**src/spm_pkg.sv**
```systemverilog
// Purpose: Constants and types shared by the standby and power mode control block
// Assumes: One 100 MHz clock; registers reached over a plain strobe port
// Notes: Mode codes follow the mode control register encoding
package spm_pkg;
    localparam int SPM_CLK_MHZ = 100;
    localparam int SPM_SLOW_CLOCK_RATE_KHZ = 32;
    localparam int SPM_SLOW_DIV = (SPM_CLK_MHZ * 1000) / (2 * SPM_SLOW_CLOCK_RATE_KHZ);
    localparam int SPM_OSC_WAIT_US = 6700;
    localparam int SPM_OSC_WAIT_CYC = SPM_OSC_WAIT_US * SPM_CLK_MHZ;
    localparam logic [3:0] SPM_ADDR_MODE = 4'h0;
    localparam logic [3:0] SPM_ADDR_MEMCTL = 4'h1;
    localparam logic [3:0] SPM_ADDR_IRQ_REQ = 4'h2;
    localparam logic [3:0] SPM_ADDR_IRQ_EN = 4'h3;
    localparam logic [3:0] SPM_ADDR_STATUS = 4'h4;
    localparam logic [3:0] SPM_MODE_NORMAL = 4'h0;
    localparam logic [3:0] SPM_MODE_IDLE = 4'h1;
    localparam logic [3:0] SPM_MODE_SLOW = 4'h3;
    localparam logic [3:0] SPM_MODE_HALT = 4'h4;
    localparam logic [3:0] SPM_MODE_STOP = 4'h8;
    localparam int SPM_MEMCTL_PERMIT_BIT = 2;
    localparam logic [7:0] SPM_MEMCTL_RST = 8'h00;
    typedef enum logic [3:0] {
        SPM_ST_RESET_WAIT = 4'b0000,
        SPM_ST_NORMAL = 4'b0001,
        SPM_ST_SLOW = 4'b0010,
        SPM_ST_IDLE = 4'b0011,
        SPM_ST_FAST_HALT = 4'b0100,
        SPM_ST_SLOW_HALT = 4'b0101,
        SPM_ST_FAST_STOP = 4'b0110,
        SPM_ST_SLOW_STOP = 4'b0111,
        SPM_ST_STOP_WAKE = 4'b1000
    } spm_state_t;
endpackage : spm_pkg

```
**src/spm_wait_timer.sv**
```systemverilog
// Purpose: Oscillator stabilisation wait counter
// Assumes: Start is a one-cycle pulse
// Notes: Done pulses once when the count expires
`timescale 1ns/100ps
module spm_wait_timer #(
    parameter int WAIT_CYC = 16
) (
    input wire logic clk,
    input wire logic rst_b,
    input wire logic start,
    output logic done
);
    typedef struct packed {
        logic [31:0] cnt;
        logic busy;
        logic done;
    } spm_wt_t;
    spm_wt_t s_r;
    spm_wt_t s_nxt;
    always_comb begin
        s_nxt = s_r;
        s_nxt.done = 1'b0;
        if (start) begin
            s_nxt.cnt = 32'(WAIT_CYC);
            s_nxt.busy = 1'b1;
        end else if (s_r.busy) begin
            if (s_r.cnt <= 32'h00000001) begin
                s_nxt.busy = 1'b0;
                s_nxt.done = 1'b1;
                s_nxt.cnt = 32'h00000000;
            end else begin
                s_nxt.cnt = s_r.cnt - 32'h00000001;
            end
        end
    end
    always_ff @(posedge clk or negedge rst_b) begin
        if (!rst_b) begin
            s_r <= '0;
        end else begin
            s_r <= s_nxt;
        end
    end
    assign done = s_r.done;
endmodule : spm_wait_timer

```
**src/spm_slow_clkgen.sv**
```systemverilog
// Purpose: Derives the 32 kHz low-frequency clock as a divided square wave
// Assumes: Enable low stops the divider
// Notes: Output stays low while stopped
`timescale 1ns/100ps
module spm_slow_clkgen #(
    parameter int DIV = 1562
) (
    input wire logic clk,
    input wire logic rst_b,
    input wire logic en,
    output logic slow_clk
);
    typedef struct packed {
        logic [15:0] cnt;
        logic tog;
    } spm_sc_t;
    spm_sc_t s_r;
    spm_sc_t s_nxt;
    always_comb begin
        s_nxt = s_r;
        if (!en) begin
            s_nxt = '0;
        end else if (s_r.cnt >= 16'(DIV - 1)) begin
            s_nxt.cnt = 16'h0000;
            s_nxt.tog = ~s_r.tog;
        end else begin
            s_nxt.cnt = s_r.cnt + 16'h0001;
        end
    end
    always_ff @(posedge clk or negedge rst_b) begin
        if (!rst_b) begin
            s_r <= '0;
        end else begin
            s_r <= s_nxt;
        end
    end
    assign slow_clk = s_r.tog;
endmodule : spm_slow_clkgen

```
**src/spm_standby_ctrl.sv**
```systemverilog
// Purpose: Operating and standby mode control with oscillator gating and clock select
// Assumes: Register port with one-cycle strobes; interrupt sources are level inputs
// Notes: Every output except SLOW_CLK comes from the state register; SLOW_CLK comes from its own flop
`timescale 1ns/100ps
module spm_standby_ctrl
    import spm_pkg::*;
#(
    parameter int NUM_IRQ = 8,
    parameter int OSC_WAIT_CYC = SPM_OSC_WAIT_CYC
) (
    input wire logic CLOCK,
    input wire logic RST_B,
    input wire logic [3:0] ADDR,
    input wire logic [7:0] WDATA,
    input wire logic WR,
    input wire logic RD,
    output logic [7:0] RDATA,
    input wire logic [NUM_IRQ-1:0] IRQ_SRC,
    input wire logic WDT_EN,
    output logic CPU_RUN,
    output logic FAST_OSC_EN,
    output logic SLOW_OSC_EN,
    output logic SYSCLK_SEL_SLOW,
    output logic SLOW_CLK,
    output logic WDT_RUN,
    output logic WAKE_IRQ
);
    typedef struct packed {
        spm_state_t st;
        logic [7:0] memctl;
        logic [NUM_IRQ-1:0] req;
        logic [NUM_IRQ-1:0] en;
        logic [7:0] rdata;
        logic cpu_run;
        logic fast_en;
        logic slow_en;
        logic sel_slow;
        logic wdt_run;
        logic wake;
        logic wait_start;
    } spm_top_t;

    spm_top_t s_r;
    spm_top_t s_nxt;
    logic wait_done;
    logic slow_clk_int;
    logic wake_any;

    function automatic logic [7:0] spm_pad(input logic [NUM_IRQ-1:0] v);
        logic [7:0] o;
        o = '0;
        for (int i = 0; i < NUM_IRQ && i < 8; i++) begin
            o[i] = v[i];
        end
        return o;
    endfunction : spm_pad

    function automatic logic [3:0] spm_mode_code(input spm_state_t st);
        logic [3:0] c;
        c = SPM_MODE_NORMAL;
        case (st)
            SPM_ST_SLOW: c = SPM_MODE_SLOW;
            SPM_ST_IDLE: c = SPM_MODE_IDLE;
            SPM_ST_FAST_HALT, SPM_ST_SLOW_HALT: c = SPM_MODE_HALT;
            SPM_ST_FAST_STOP, SPM_ST_SLOW_STOP, SPM_ST_STOP_WAKE: c = SPM_MODE_STOP;
            default: c = SPM_MODE_NORMAL;
        endcase
        return c;
    endfunction : spm_mode_code

    spm_wait_timer #(
        .WAIT_CYC(OSC_WAIT_CYC)
    ) spm_wait_timer_i (
        .clk(CLOCK),
        .rst_b(RST_B),
        .start(s_r.wait_start),
        .done(wait_done)
    );

    spm_slow_clkgen #(
        .DIV(SPM_SLOW_DIV)
    ) spm_slow_clkgen_i (
        .clk(CLOCK),
        .rst_b(RST_B),
        .en(s_r.slow_en),
        .slow_clk(slow_clk_int)
    );

    assign wake_any = |(s_r.req & s_r.en);

    always_comb begin
        logic mode_wr;
        logic [3:0] mcode;
        logic [NUM_IRQ-1:0] clr;
        mode_wr = WR && (ADDR == SPM_ADDR_MODE);
        mcode = WDATA[3:0];
        clr = '0;
        s_nxt = s_r;
        s_nxt.wait_start = 1'b0;
        s_nxt.rdata = 8'h00;
        if (WR && ADDR == SPM_ADDR_MEMCTL) begin
            s_nxt.memctl = WDATA;
        end else if (WR && ADDR == SPM_ADDR_IRQ_EN) begin
            s_nxt.en = WDATA[NUM_IRQ-1:0];
        end else if (WR && ADDR == SPM_ADDR_IRQ_REQ) begin
            if (s_r.memctl[SPM_MEMCTL_PERMIT_BIT]) begin
                clr = ~WDATA[NUM_IRQ-1:0];
            end
        end
        // Set wins over clear
        s_nxt.req = (s_r.req & ~clr) | IRQ_SRC;
        if (RD) begin
            if (ADDR == SPM_ADDR_MODE) begin
                s_nxt.rdata = {4'h0, spm_mode_code(s_r.st)};
            end else if (ADDR == SPM_ADDR_MEMCTL) begin
                s_nxt.rdata = s_r.memctl;
            end else if (ADDR == SPM_ADDR_IRQ_REQ) begin
                s_nxt.rdata = spm_pad(s_r.req);
            end else if (ADDR == SPM_ADDR_IRQ_EN) begin
                s_nxt.rdata = spm_pad(s_r.en);
            end else if (ADDR == SPM_ADDR_STATUS) begin
                s_nxt.rdata = {3'h0, s_r.sel_slow, s_r.fast_en, s_r.slow_en, s_r.cpu_run,
                    wake_any};
            end else begin
                s_nxt.rdata = 8'h00;
            end
        end
        case (s_r.st)
            SPM_ST_RESET_WAIT: begin
                if (wait_done) begin
                    s_nxt.st = SPM_ST_NORMAL;
                end
            end
            SPM_ST_NORMAL: begin
                if (mode_wr) begin
                    if (mcode == SPM_MODE_SLOW) begin
                        s_nxt.st = SPM_ST_SLOW;
                    end else if (mcode == SPM_MODE_HALT) begin
                        s_nxt.st = SPM_ST_FAST_HALT;
                    end else if (mcode == SPM_MODE_STOP) begin
                        s_nxt.st = SPM_ST_FAST_STOP;
                    end
                end
            end
            SPM_ST_SLOW: begin
                if (mode_wr) begin
                    if (mcode == SPM_MODE_IDLE) begin
                        s_nxt.st = SPM_ST_IDLE;
                    end else if (mcode == SPM_MODE_HALT) begin
                        s_nxt.st = SPM_ST_SLOW_HALT;
                    end else if (mcode == SPM_MODE_STOP) begin
                        s_nxt.st = SPM_ST_SLOW_STOP;
                    end
                end
            end
            SPM_ST_IDLE: begin
                if (mode_wr) begin
                    if (mcode == SPM_MODE_NORMAL) begin
                        s_nxt.st = SPM_ST_NORMAL;
                    end else if (mcode == SPM_MODE_SLOW) begin
                        s_nxt.st = SPM_ST_SLOW;
                    end
                end
            end
            SPM_ST_FAST_HALT: begin
                if (wake_any) begin
                    s_nxt.st = SPM_ST_NORMAL;
                end
            end
            SPM_ST_SLOW_HALT: begin
                if (wake_any) begin
                    s_nxt.st = SPM_ST_SLOW;
                end
            end
            SPM_ST_FAST_STOP: begin
                if (wake_any) begin
                    s_nxt.st = SPM_ST_STOP_WAKE;
                    s_nxt.sel_slow = 1'b0;
                    s_nxt.wait_start = 1'b1;
                end
            end
            SPM_ST_SLOW_STOP: begin
                if (wake_any) begin
                    s_nxt.st = SPM_ST_STOP_WAKE;
                    s_nxt.sel_slow = 1'b1;
                    s_nxt.wait_start = 1'b1;
                end
            end
            SPM_ST_STOP_WAKE: begin
                if (wait_done) begin
                    s_nxt.st = s_r.sel_slow ? SPM_ST_SLOW : SPM_ST_NORMAL;
                end
            end
            default: begin
                s_nxt.st = SPM_ST_RESET_WAIT;
            end
        endcase
        // Outputs decoded from the next state
        case (s_nxt.st)
            SPM_ST_NORMAL: begin
                {s_nxt.cpu_run, s_nxt.fast_en, s_nxt.slow_en, s_nxt.sel_slow} = 4'hE;
            end
            SPM_ST_SLOW: begin
                {s_nxt.cpu_run, s_nxt.fast_en, s_nxt.slow_en, s_nxt.sel_slow} = 4'hB;
            end
            SPM_ST_IDLE: begin
                {s_nxt.cpu_run, s_nxt.fast_en, s_nxt.slow_en, s_nxt.sel_slow} = 4'hF;
            end
            SPM_ST_FAST_HALT: begin
                {s_nxt.cpu_run, s_nxt.fast_en, s_nxt.slow_en, s_nxt.sel_slow} = 4'h6;
            end
            SPM_ST_SLOW_HALT: begin
                {s_nxt.cpu_run, s_nxt.fast_en, s_nxt.slow_en, s_nxt.sel_slow} = 4'h3;
            end
            SPM_ST_FAST_STOP: begin
                {s_nxt.cpu_run, s_nxt.fast_en, s_nxt.slow_en, s_nxt.sel_slow} = 4'h0;
            end
            SPM_ST_SLOW_STOP: begin
                {s_nxt.cpu_run, s_nxt.fast_en, s_nxt.slow_en, s_nxt.sel_slow} = 4'h1;
            end
            SPM_ST_STOP_WAKE: begin
                s_nxt.cpu_run = 1'b0;
                s_nxt.fast_en = 1'b1;
                s_nxt.slow_en = 1'b1;
            end
            default: begin
                {s_nxt.cpu_run, s_nxt.fast_en, s_nxt.slow_en, s_nxt.sel_slow} = 4'h6;
            end
        endcase
        s_nxt.wdt_run = WDT_EN && s_nxt.cpu_run;
        s_nxt.wake = wake_any;
    end

    always_ff @(posedge CLOCK or negedge RST_B) begin
        if (!RST_B) begin
            s_r <= '0;
            s_r.st <= SPM_ST_RESET_WAIT;
            s_r.memctl <= SPM_MEMCTL_RST;
            s_r.fast_en <= 1'b1;
            s_r.slow_en <= 1'b1;
            s_r.wait_start <= 1'b1;
        end else begin
            s_r <= s_nxt;
        end
    end

    logic slow_clk_r;
    always_ff @(posedge CLOCK or negedge RST_B) begin
        if (!RST_B) begin
            slow_clk_r <= 1'b0;
        end else begin
            slow_clk_r <= slow_clk_int;
        end
    end

    assign RDATA = s_r.rdata;
    assign CPU_RUN = s_r.cpu_run;
    assign FAST_OSC_EN = s_r.fast_en;
    assign SLOW_OSC_EN = s_r.slow_en;
    assign SYSCLK_SEL_SLOW = s_r.sel_slow;
    assign SLOW_CLK = slow_clk_r;
    assign WDT_RUN = s_r.wdt_run;
    assign WAKE_IRQ = s_r.wake;
endmodule : spm_standby_ctrl

```
**config.mk**
```make
export PLATFORM = sky130hd
export DESIGN_NAME = spm_standby_ctrl
export DESIGN_NICKNAME = d
export VERILOG_FILES = /design/src/spm_pkg.sv /design/src/spm_wait_timer.sv /design/src/spm_slow_clkgen.sv /design/src/spm_standby_ctrl.sv
export SDC_FILE = /design/constraint.sdc
export NUM_CORES = 1
export LEC_CHECK = 0
export ABC_AREA = 0
export BUFFER_PORTS_ARGS = -buffer_cell sky130_fd_sc_hd__buf_2
export CORE_MARGIN = 2
export CORE_UTILIZATION = 23
export DETAILED_ROUTE_END_ITERATION = 16
export HOLD_SLACK_MARGIN = 0.08
export PLACE_DENSITY = 0.47
export SLEW_MARGIN = 20
export SYNTH_ARGS = -nofsm -noshare
export SYNTH_HDL_FRONTEND = slang
export SYNTH_SLANG_ARGS = --single-unit
```
**constraint.sdc**
```tcl
create_clock -name CLOCK -period 4.65 [get_ports CLOCK]
set_clock_uncertainty 0.1 [all_clocks]
set_input_delay 0.2325 -clock CLOCK [delete_from_list [all_inputs] [get_ports CLOCK]]
set_output_delay 0.2325 -clock CLOCK [all_outputs]
set_load 0.01 [all_outputs]
```
==> flow_metrics.py, run 1 <==
metrics = {
    "outcome": {
        "status": "finished, final reports clean",
    },
    "grt": {
        "grt_pass1_vias": 3982,
        "track_usage_pct": 11.5,
        "grt_pass1_wl_mm": 20.8,
        "antenna_found_initial": 0,
        "grt_overflow_total": 0,
        "grt_max_degree": 64,
    },
    "routing": {
        "drc": 0,
        "routed_via_density": 4.74,
        "drtIter0Drc": 238,
        "postRouteWirelength_mm": 12.1,
        "ant_nets": 0,
        "via_count": 3943,
        "wire_per_inst_um": 14.6,
        "drt_first_pass_iters": 4,
    },
    "synth": {
        "yosysMostFrequentCell": "dfrtp_1",
        "syn_area_per_cell_um2": 9.69,
        "yosysSeqAreaShare_pct": 48.2,
        "synth_area_um2": 4940,
        "synthTopCellsByArea": "dfrtp_1, nor2_1, mux2_2, o21ai_0, a21oi_1",
        "yosysTopAreaCellShare_pct": 46.6,
        "postSynthCellCount": 510,
        "synthTopCellsByCount": "dfrtp_1, nor2_1, o21ai_0, a21oi_1, nand2_1",
        "synth_ff_type": "dfrtp_1",
        "ys_ff_latch": 95,
        "yosysWarnings": 0,
        "async_reset_ff_share_pct": 100,
        "synth_cell_types": 73,
        "synth_edf_count": 0,
        "synth_top_cell_by_area": "dfrtp_1",
    },
    "sta": {
        "drv_slew": 0,
        "post-route-period-util_pct": 59.7,
        "max_slew_margin_pct": 43.0,
        "period_needed_ps": 2780,
        "tightestPinTransition_ps": 854,
        "final_hold_viol_count": 0,
        "fmax_mhz": 360,
        "fin_tns_setup_ps": 0,
        "rsz0062_at_grt": "no",
        "timing.hold.ws_ps": 131,
        "setup_viol": 0,
    },
    "die": {
        "fp.dieH_um": 151,
        "num_io_pins": 40,
        "rows": 53,
        "die_area_um2": 22700,
        "start_util_pct": 23.5,
        "core_um2": 21000,
        "die_w_um": 151,
    },
    "pwr": {
        "switching_share_pct": 34.7,
        "p_clk_share_pct": 29.8,
        "ir_drop_v": 0.000170,
        "p_int_uw": 1570,
        "p_leak_uw": 0.00238,
        "power_density_nw_per_um2": 413,
        "power.switching_uw": 834,
        "seqPwrFrac_pct": 45.4,
        "power_frac_comb_pct": 24.9,
    },
    "cts": {
        "clock-sinks": 95,
        "post_cts.repair.setup_buffers": 0,
        "cts_tree": "yes",
        "clock_latency_ps": 350,
        "ctsResizeCount": 0,
        "clk_pin_slew_ps": 70,
        "cts_htree_levels": 3,
        "cts_buffers": 9,
        "root_buffer": "clkbuf_16",
        "clk_path_buf_depth": 2,
    },
    "critical_path": {
        "worstPathRequired_ps": 4780,
        "crit_arrival_ps": 2910,
        "r2r_cells": 7,
        "critPathMaxFanout": 15,
        "cp-endpoint": "spm_wait_timer_i.s_r[10]$_DFFE_PN0P_",
        "ff2ff_setup_slack_ps": 1870,
        "crit_path_start_kind": "flip-flop",
        "r2r-start": "spm_wait_timer_i.s_r[2]$_DFFE_PN0P_",
        "crit_start": "spm_wait_timer_i.s_r[2]$_DFFE_PN0P_",
        "reg2reg_to": "spm_wait_timer_i.s_r[10]$_DFFE_PN0P_",
        "endpoint_kind": "flip-flop",
        "critical_path_class": "flip-flop to flip-flop",
    },
    "finish": {
        "antenna_cells": 0,
        "fillCellCount": 2227,
        "finalNetCount": 581,
        "drive_gt1_share_pct": 16.0,
        "syn2layout_area_growth_pct": 17.7,
        "regArea_um2": 2380,
        "multi_input_area_um2": 2350,
    },
    "placed_design": {
        "hpwlAfterDp_mm": 8.36,
        "portBuffers": 39,
        "gp_congestion": 0.755,
    },
    "flow_run": {
        "cap_violations": 0,
    },
    "min_path": {
        "hold_class": "input pin to flip-flop",
    },
}
layer usage:
| metal | global-route usage [%] | vias up | part of all wire, % |
|---|---|---|---|
| met4 | 4.39 | 0 | 0.63 |
| met2 | 18.1 | 62 | 46 |
| met1 | 15.7 | 1951 | 50 |
| li1 | - | 1926 | - |
| met3 | 2.15 | 4 | 3.1 |
| met5 | 0 | - | 0 |
cell type report:
type,instances,area share (%)
clock buffers,11,4.18
clock inverters,5,0.689
inverters,19,1.23
multi-input cells,368,40.4
flip-flops and latches,95,41.0
well taps,275,5.92
repair buffers,58,6.63
how the worst min path moves through the flow:
stage                                           startpoint            endpoint  cells past startpoint
detailed placement  spm_slow_clkgen_i.slow_clk$_DFFE_PN0P_  SLOW_CLK$_DFF_PN0_                      0
CTS                                                ADDR[3]  RDATA[3]$_DFF_PN0_                      2
global placement    spm_slow_clkgen_i.slow_clk$_DFFE_PN0P_  SLOW_CLK$_DFF_PN0_                      0
global route                                       ADDR[3]  RDATA[3]$_DFF_PN0_                      2
finish                                             ADDR[3]  RDATA[3]$_DFF_PN0_                      2
floorplan                                            RST_B   CPU_RUN$_DFF_PN0_                      0
timing repair:
action	CTS	global route
hold buffers	18	0
endpoints found under the setup margin	0	0
hold endpoints to repair	82	0
per-stage QoR:
| step | utilization, % | worst slack, ps | power (uW) | cell area (um^2) | cells |
|---|---|---|---|---|---|
| detailed placement | 25.4 | 1800 | 1690 | 5340 | 797 |
| floorplan | - | 2410 | 1510 | 4960 | 514 |
| global route | 27.7 | 1630 | 2560 | 5810 | 831 |
| CTS | 27.6 | 1790 | 2430 | 5810 | 831 |
| global placement | 25.4 | 1950 | 1670 | 5340 | 797 |
| finish | 27.7 | 1870 | 2400 | 5810 | 831 |
registers in the layout, indices dropped and copies added (netlist names), 8 cells and up:
register / count
s_r: 29
RDATA: 8
spm_slow_clkgen_i.s_r: 16
spm_wait_timer_i.s_r: 33
power by group through the flow:
stage	registers (uW)	logic [uW]	clock network (uW)
after floorplan	1050	462	0
after global placement	1100	578	0
after detailed placement	1100	589	0
after CTS	1090	600	746
after global routing	1110	676	774
final	1090	597	716
cells by family after synthesis:
logic type / after synthesis / synth area share, %
XOR/XNOR: 10 / 1.77
other: 1 / 0.0759
adder cells (fa/ha/maj): 5 / 1.27
buffers and inverters: 51 / 4.81
AND/OR/NAND/NOR: 197 / 21.5
AO/OA/AOI/OAI: 128 / 17.2
flip-flops: 95 / 48.2
multiplexers: 23 / 5.12
placed cells by master (no fill, tap or decap), drive strengths merged, types with 11 or more instances in the layout:
master	instances
a21oi	30
clkbuf	11
nor3	26
mux2	18
inv	21
nand2b	18
a31oi	18
buf	40
nand2	29
nor4	14
nor2	53
dlygate4sd3	18
dfrtp	92
nand3	11
o21ai	40
critical path, cell delays in order, from the launching register on:
cell	delay (ps)
dfrtp_1	420
inv_1	90
ha_1	210
nor2_1	50
nand4b_1	300
nor4_4	820
nor2_1	280
a221o_1	390
Note: power is estimated with default switching activity, not from simulation.
==> run 2: changes to the inputs <==
Settings changed: ABC_AREA 0 to 1.
Clock period 4.65 ns to 2.58 ns, I/O delays scaled along.
==> run 2 against run 1 <==
- die area increased by 4.4%
- wire length up 7.2%
- area after synthesis increased by 4.5%
- worst setup slack worse by 1400 ps
- maximum frequency increased by 30%
- first-iteration DRC count rose by 0.42%
==> flow_metrics.py, run 2 <==
metrics = {
    "critical_path": {
        "cp_common_cell": "inv_1",
        "critical_path_class": "flip-flop to flip-flop",
        "crit_arrival_ps": 2240,
        "crit_buf_inv": 4,
        "crit_slowest_cell": "dfrtp_1",
        "crit_path_start_kind": "flip-flop",
        "cp.depth": 11,
        "cp_slowest_stage_delay_ps": 440,
        "crit_family": "simple AND/OR/NAND/NOR gates",
        "r2r-start": "spm_wait_timer_i.s_r[2]$_DFFE_PN0P_",
        "endpoint_kind": "flip-flop",
        "critPathMaxFanout": 7,
        "worstPathRequired_ps": 2690,
        "r2r_cells": 11,
        "crit_chain": "inv_1 > ha_1 > inv_1 > nor2_2 > inv_1 > nor2_2 > o211ai_2 > nand2_1 > inv_1 > nand3_1 > nand3_1",
        "crit_start": "spm_wait_timer_i.s_r[2]$_DFFE_PN0P_",
    },
    "finish": {
        "syn2layout_area_growth_pct": 19.9,
        "fillCellCount": 2373,
        "mostFrequentLayoutCells": "nand2_1, dfrtp_1, inv_1",
        "reg_top3": "spm_wait_timer_i.s_r (33), s_r (29), spm_slow_clkgen_i.s_r (16)",
        "fin_cells": 1002,
        "mostFrequentLayoutCell": "nand2_1",
        "regArea_um2": 2380,
        "top_register": "spm_wait_timer_i.s_r",
        "drive_gt1_share_pct": 13.4,
        "multi_input_area_um2": 2390,
        "largest_register_ffs": 33,
        "finalNetCount": 748,
        "antenna_cells": 0,
    },
    "cts": {
        "post_cts.repair.setup_buffers": 0,
        "clk_pin_slew_ps": 70,
        "clk_path_buf_depth": 2,
        "cts_buffers": 9,
        "cts_htree_levels": 3,
        "cts_tree": "yes",
        "ctsResizeCount": 0,
        "clock-sinks": 95,
        "root_buffer": "clkbuf_16",
        "clock_latency_ps": 350,
    },
    "synth": {
        "yosysTopAreaCellShare_pct": 44.6,
        "synthTopCellsByCount": "nand2_1, dfrtp_1, inv_1, nor2_1, nand3_1",
        "synthTopCellsByArea": "dfrtp_1, nand2_1, inv_1, nor2_1, nand3_1",
        "synth_top_cell_by_area": "dfrtp_1",
        "synth_edf_count": 0,
        "yosysSeqAreaShare_pct": 46.1,
        "ys_ff_latch": 95,
        "synth_ff_type": "dfrtp_1",
        "postSynthCellCount": 650,
        "yosysMostFrequentCell": "nand2_1",
        "syn_area_per_cell_um2": 7.94,
        "synth_cell_types": 46,
        "async_reset_ff_share_pct": 100,
        "synth_area_um2": 5160,
        "yosysWarnings": 0,
    },
    "sta": {
        "fin_tns_setup_ps": 0,
        "timing.hold.ws_ps": 85.1,
        "setup_viol": 0,
        "fmax_mhz": 469,
        "final_hold_viol_count": 0,
        "period_needed_ps": 2130,
        "post-route-period-util_pct": 82.7,
        "tightestPinTransition_ps": 643,
        "rsz0062_at_grt": "no",
        "drv_slew": 0,
        "max_slew_margin_pct": 57.1,
    },
    "die": {
        "core_um2": 22000,
        "rows": 54,
        "fp.dieH_um": 154,
        "num_io_pins": 40,
        "die_area_um2": 23700,
        "die_w_um": 154,
        "start_util_pct": 23.5,
    },
    "routing": {
        "ant_nets": 0,
        "routed_via_density": 4.32,
        "drtIter0Drc": 239,
        "drc": 0,
        "drt_first_pass_iters": 5,
        "via_count": 4324,
        "postRouteWirelength_mm": 13.0,
        "wire_per_inst_um": 12.9,
    },
    "pwr": {
        "p_int_uw": 3200,
        "p_clk_share_pct": 22.6,
        "power_density_nw_per_um2": 889,
        "finalPower_uw": 5500,
        "switching_share_pct": 41.9,
        "power.switching_uw": 2310,
        "p_leak_uw": 0.00297,
        "seqPwrFrac_pct": 39.2,
        "ir_drop_v": 0.000331,
        "power_frac_comb_pct": 38.2,
    },
    "placed_design": {
        "post-place-cells": 961,
        "hpwlAfterDp_mm": 9.48,
        "portBuffers": 39,
        "gp_congestion": 0.863,
    },
    "grt": {
        "grt_pass1_wl_mm": 21.9,
        "grt_overflow_total": 0,
        "track_usage_pct": 11.6,
        "grt_max_degree": 49,
        "antenna_found_initial": 0,
        "grt_pass1_vias": 4344,
    },
    "min_path": {
        "hold_depth": 3,
        "min-delay-start": "WDATA[2]",
        "hold_class": "input pin to flip-flop",
    },
    "flow_run": {
        "cap_violations": 0,
    },
    "outcome": {
        "status": "finished, final reports clean",
    },
}
==> run 2: cell count changes after synthesis, sizes merged, moves of 14 or more <==
cell / before / now
nand2: 29 / 163
inv: 19 / 83
nor2: 53 / 97
nand3: 11 / 42
mux2: 18 / 0
nand2b: 18 / 0
a31oi: 18 / 2
xor2: 5 / 19
==> run 2: cell type report <==
cell class	instances	area share, %
Clock buffer	11	3.76
Multi-Input combinational cell	461	38.6
Tap cell	280	5.66
Sequential cell	95	38.5
Inverter	83	5.03
Timing Repair Buffer	68	7.96
Clock inverter	4	0.525
==> run 2: worst paths after layout <==
check | slack (ps) | end
hold / removal | 90 | s_r[17]$_DFFE_PN0P_
min in group asynchronous | 260 | s_r[29]$_DFF_PN0_
setup / recovery | 450 | spm_wait_timer_i.s_r[21]$_DFFE_PN0P_
setup reg to reg | 450 | spm_wait_timer_i.s_r[21]$_DFFE_PN0P_
hold reg to reg | 280 | SLOW_CLK$_DFF_PN0_
max in group asynchronous | 1370 | SLOW_OSC_EN$_DFF_PN1_
==> run 2: power by group through the flow <==
stage | Sequential, uW | Combinational (uW) | Clock (uW)
after floorplan | 2090 | 1590 | 0
after global placement | 2180 | 2090 | 0
after detailed placement | 2180 | 2090 | 0
after CTS | 2160 | 2120 | 1300
after global routing | 2200 | 2400 | 1360
final | 2160 | 2100 | 1250
==> run 2: tightest hold or removal path, delay by kind of cell <==
| family | cells | cell delay, ps |
|---|---|---|
| AOI/OAI and AO/OA | 1 | 100 |
| buffers and inverters | 2 | 250 |
==> run 2: logic make-up (layout without fill, tap and decap cells) <==
group / Yosys count / count (layout) / share of synthesized area, %
AOI/OAI and AO/OA: 85 / 85 / 9.74
buffers and inverters: 98 / 166 / 7.88
other: 1 / 5 / 0.0726
and+or+nand+nor: 342 / 342 / 30.9
xor gates and xnor gates: 24 / 24 / 4.07
adders and majority gates: 5 / 5 / 1.21
DFF: 95 / 95 / 46.1
==> run 2: routing by layer <==
metal / wire [um] / global-route usage (%) / up-vias
li1: - / - / 2213
met1: 6450 / 16.2 / 2036
met2: 5960 / 18.3 / 65
met3: 386 / 2.03 / 10
met4: 184 / 4.09 / 0
met5: 0 / 0 / -
==> run 2: what timing repair did <==
item / in CTS / in global routing
setup endpoints to repair: 0 / 0
hold endpoints to repair: 69 / 0
hold buffers: 26 / 0
==> run 2: through the flow <==
step	cell area (um^2)	util (%)	setup slack, ps
6_report	6190	28.2	447
5_1_grt	6190	28.2	261
4_1_cts	6190	28.2	433
3_5_place_dp	5670	25.8	423
3_3_place_gp	5670	25.8	487
2_1_floorplan	5180	-	723
==> run 3: changes to the inputs <==
Settings changed: PLACE_DENSITY 0.47 to 0.48.
Clock period 2.58 ns to 1.75 ns, I/O delays scaled along.
==> run 3 against run 2 <==
- non-clock buffer count rose by 78
- clock power rose by 66%
- critical path type unchanged
- final area rose by 15%
- first-iteration DRC count rose by 39%
- critical path depth fell by 3
- sequential power rose by 44%
- critical endpoint is now spm_wait_timer_i.s_r[15]$_DFFE_PN0P_
- flip-flop and latch count did not move
- global-route usage rose by 0.33 points
- wire length rose by 6.3%
- combinational power rose by 110%
- cell count rose by 7.9%
- the run now ends with setup timing left
- worst setup slack got worse by 470 ps
==> flow_metrics.py, run 3 (synthesized netlist as in run 2, its figures left out) <==
metrics = {
    "outcome": {
        "status": "finished, violations left",
        "violations": "setup timing",
    },
    "cts": {
        "clock_latency_ps": 360,
        "cts_buffers": 9,
        "root_buffer": "clkbuf_16",
        "cts_htree_levels": 3,
        "cts_tree": "yes",
        "clk_pin_slew_ps": 70,
        "clk_path_buf_depth": 2,
        "clock-sinks": 95,
    },
    "critical_path": {
        "crit_arrival_ps": 1890,
        "crit_path_start_kind": "flip-flop",
        "cp_slowest_stage_delay_ps": 430,
        "critical_path_class": "flip-flop to flip-flop",
        "worstPathRequired_ps": 1860,
        "critPathMaxFanout": 4,
        "reg2reg_to": "spm_wait_timer_i.s_r[15]$_DFFE_PN0P_",
        "ff2ff_setup_slack_ps": -20,
        "crit_slowest_cell": "dfrtp_2",
        "r2r_cells": 8,
        "crit_start": "spm_wait_timer_i.s_r[2]$_DFFE_PN0P_",
        "crit_family": "simple AND/OR/NAND/NOR gates",
        "crit_chain": "inv_2 > ha_4 > inv_6 > a211oi_2 > and3_1 > nand4_1 > nor2_2 > a21oi_1",
        "endpoint_kind": "flip-flop",
        "crit_buf_inv": 2,
        "r2r-start": "spm_wait_timer_i.s_r[2]$_DFFE_PN0P_",
    },
    "routing": {
        "via_count": 4619,
        "drtIter0Drc": 332,
        "routed_via_density": 4.27,
        "postRouteWirelength_mm": 13.8,
        "drc": 0,
        "ant_nets": 0,
        "drt_first_pass_iters": 4,
        "wire_per_inst_um": 12.8,
    },
    "grt": {
        "grt_pass1_vias": 4531,
        "antenna_found_initial": 0,
        "grt_pass1_wl_mm": 22.7,
        "grt_max_degree": 96,
        "grt_overflow_total": 0,
        "track_usage_pct": 12.0,
    },
    "min_path": {
        "min-delay-start": "ADDR[1]",
        "min_to": "RDATA[1]$_DFF_PN0_",
        "hold_class": "input pin to flip-flop",
        "hold_depth": 4,
    },
    "sta": {
        "finalWorstSetupSlack_ps": -23.3,
        "tightestPinTransition_ps": 587,
        "drv_slew": 0,
        "max_slew_margin_pct": 60.9,
        "final_hold_viol_count": 0,
        "setup_viol": 3,
        "period_needed_ps": 1770,
        "fmax_mhz": 564,
        "rsz0062_at_grt": "yes",
        "post-route-period-util_pct": 101,
        "timing.hold.ws_ps": 125,
        "fin_tns_setup_ps": -52.6,
    },
    "die": {
        "num_io_pins": 40,
        "start_util_pct": 23.5,
        "fp.dieH_um": 154,
        "rows": 54,
        "die_area_um2": 23700,
        "die_w_um": 154,
        "core_um2": 22000,
    },
    "pwr": {
        "power.switching_uw": 3870,
        "ir_drop_v": 0.000476,
        "switching_share_pct": 40.5,
        "power_frac_comb_pct": 45.8,
        "p_clk_share_pct": 21.7,
        "seqPwrFrac_pct": 32.5,
        "p_int_uw": 5670,
        "p_leak_uw": 0.00341,
        "power_density_nw_per_um2": 1340,
    },
    "finish": {
        "drive_gt1_share_pct": 29.7,
        "multi_input_area_um2": 2650,
        "final_core_util_pct": 32.3,
        "mostFrequentLayoutCells": "nand2_1, dfrtp_1, buf_4",
        "fin_area_um2": 7100,
        "top_register": "spm_wait_timer_i.s_r",
        "reg_top3": "spm_wait_timer_i.s_r (33), s_r (29), spm_slow_clkgen_i.s_r (16)",
        "syn2layout_area_growth_pct": 37.5,
        "finalNetCount": 826,
        "regArea_um2": 2390,
        "largest_register_ffs": 33,
        "mostFrequentLayoutCell": "nand2_1",
        "antenna_cells": 0,
        "fillCellCount": 2275,
    },
    "placed_design": {
        "placed_area_um2": 6200,
        "portBuffers": 39,
        "gp_congestion": 0.841,
        "hpwlAfterDp_mm": 10.1,
        "pre_cts_ws_ps": -178,
    },
    "flow_run": {
        "cap_violations": 0,
    },
}
[run 3: timing repair]
action | in CTS | in global routing
gates resized for setup | 14 | 68
buffers inserted | 2 | 10
pin swaps | 5 | 18
setup endpoints to repair | 31 | 56
hold buffers | 25 | 0
endpoints found under the hold margin | 123 | 0
[run 3: power groups by stage]
| stage | logic, uW | registers (uW) | clock network (uW) |
|---|---|---|---|
| after floorplan | 2380 | 3090 | 0 |
| after global placement | 3850 | 3080 | 0 |
| after detailed placement | 3850 | 3090 | 0 |
| after CTS | 4000 | 3060 | 2140 |
| after global routing | 4890 | 3170 | 2210 |
| final | 4360 | 3100 | 2070 |
[run 3: worst max path at each step]
stage | to | slack, ps | cells past startpoint
after detailed placement | spm_wait_timer_i.s_r[8]$_DFFE_PN0P_ | -180 | 3
final | spm_wait_timer_i.s_r[15]$_DFFE_PN0P_ | -20 | 8
after global routing | spm_wait_timer_i.s_r[15]$_DFFE_PN0P_ | -120 | 8
after floorplan | spm_wait_timer_i.s_r[26]$_DFFE_PN0P_ | 8 | 10
after CTS | spm_wait_timer_i.s_r[21]$_DFFE_PN0P_ | -20 | 11
after global placement | spm_wait_timer_i.s_r[26]$_DFFE_PN0P_ | -90 | 3
[run 3: layer usage]
metal | up-vias | GRT usage [%] | share of wire, %
li1 | 2380 | - | -
met1 | 2169 | 16.8 | 50
met2 | 53 | 18.6 | 45
met3 | 17 | 1.89 | 2.6
met4 | 0 | 4.41 | 2.0
met5 | - | 0 | 0
[run 3: area by class of cell]
class	count	area share (%)
sequential	95	33.6
clock buffer	10	3.22
tap	280	4.93
inverter	83	4.46
multi-input combinational	461	37.3
timing repair buffer	146	15.4
clock inverter	6	1.06
[run 3: worst register-to-register path: cells and delay by family (launching register included)]
family                   cells  cell delay (ps)
buffers and inverters        2              130
flip-flops                   1              430
AND/OR/NAND/NOR              3              560
adder cells (fa/ha/maj)      1              150
AO/OA/AOI/OAI                2              280
[run 3: through the flow]
step | cells | total power [uW]
2_1_floorplan | 654 | 5470
3_3_place_gp | 1028 | 6940
3_5_place_dp | 1028 | 6940
4_1_cts | 1071 | 9190
5_1_grt | 1081 | 10300
6_report | 1081 | 9540
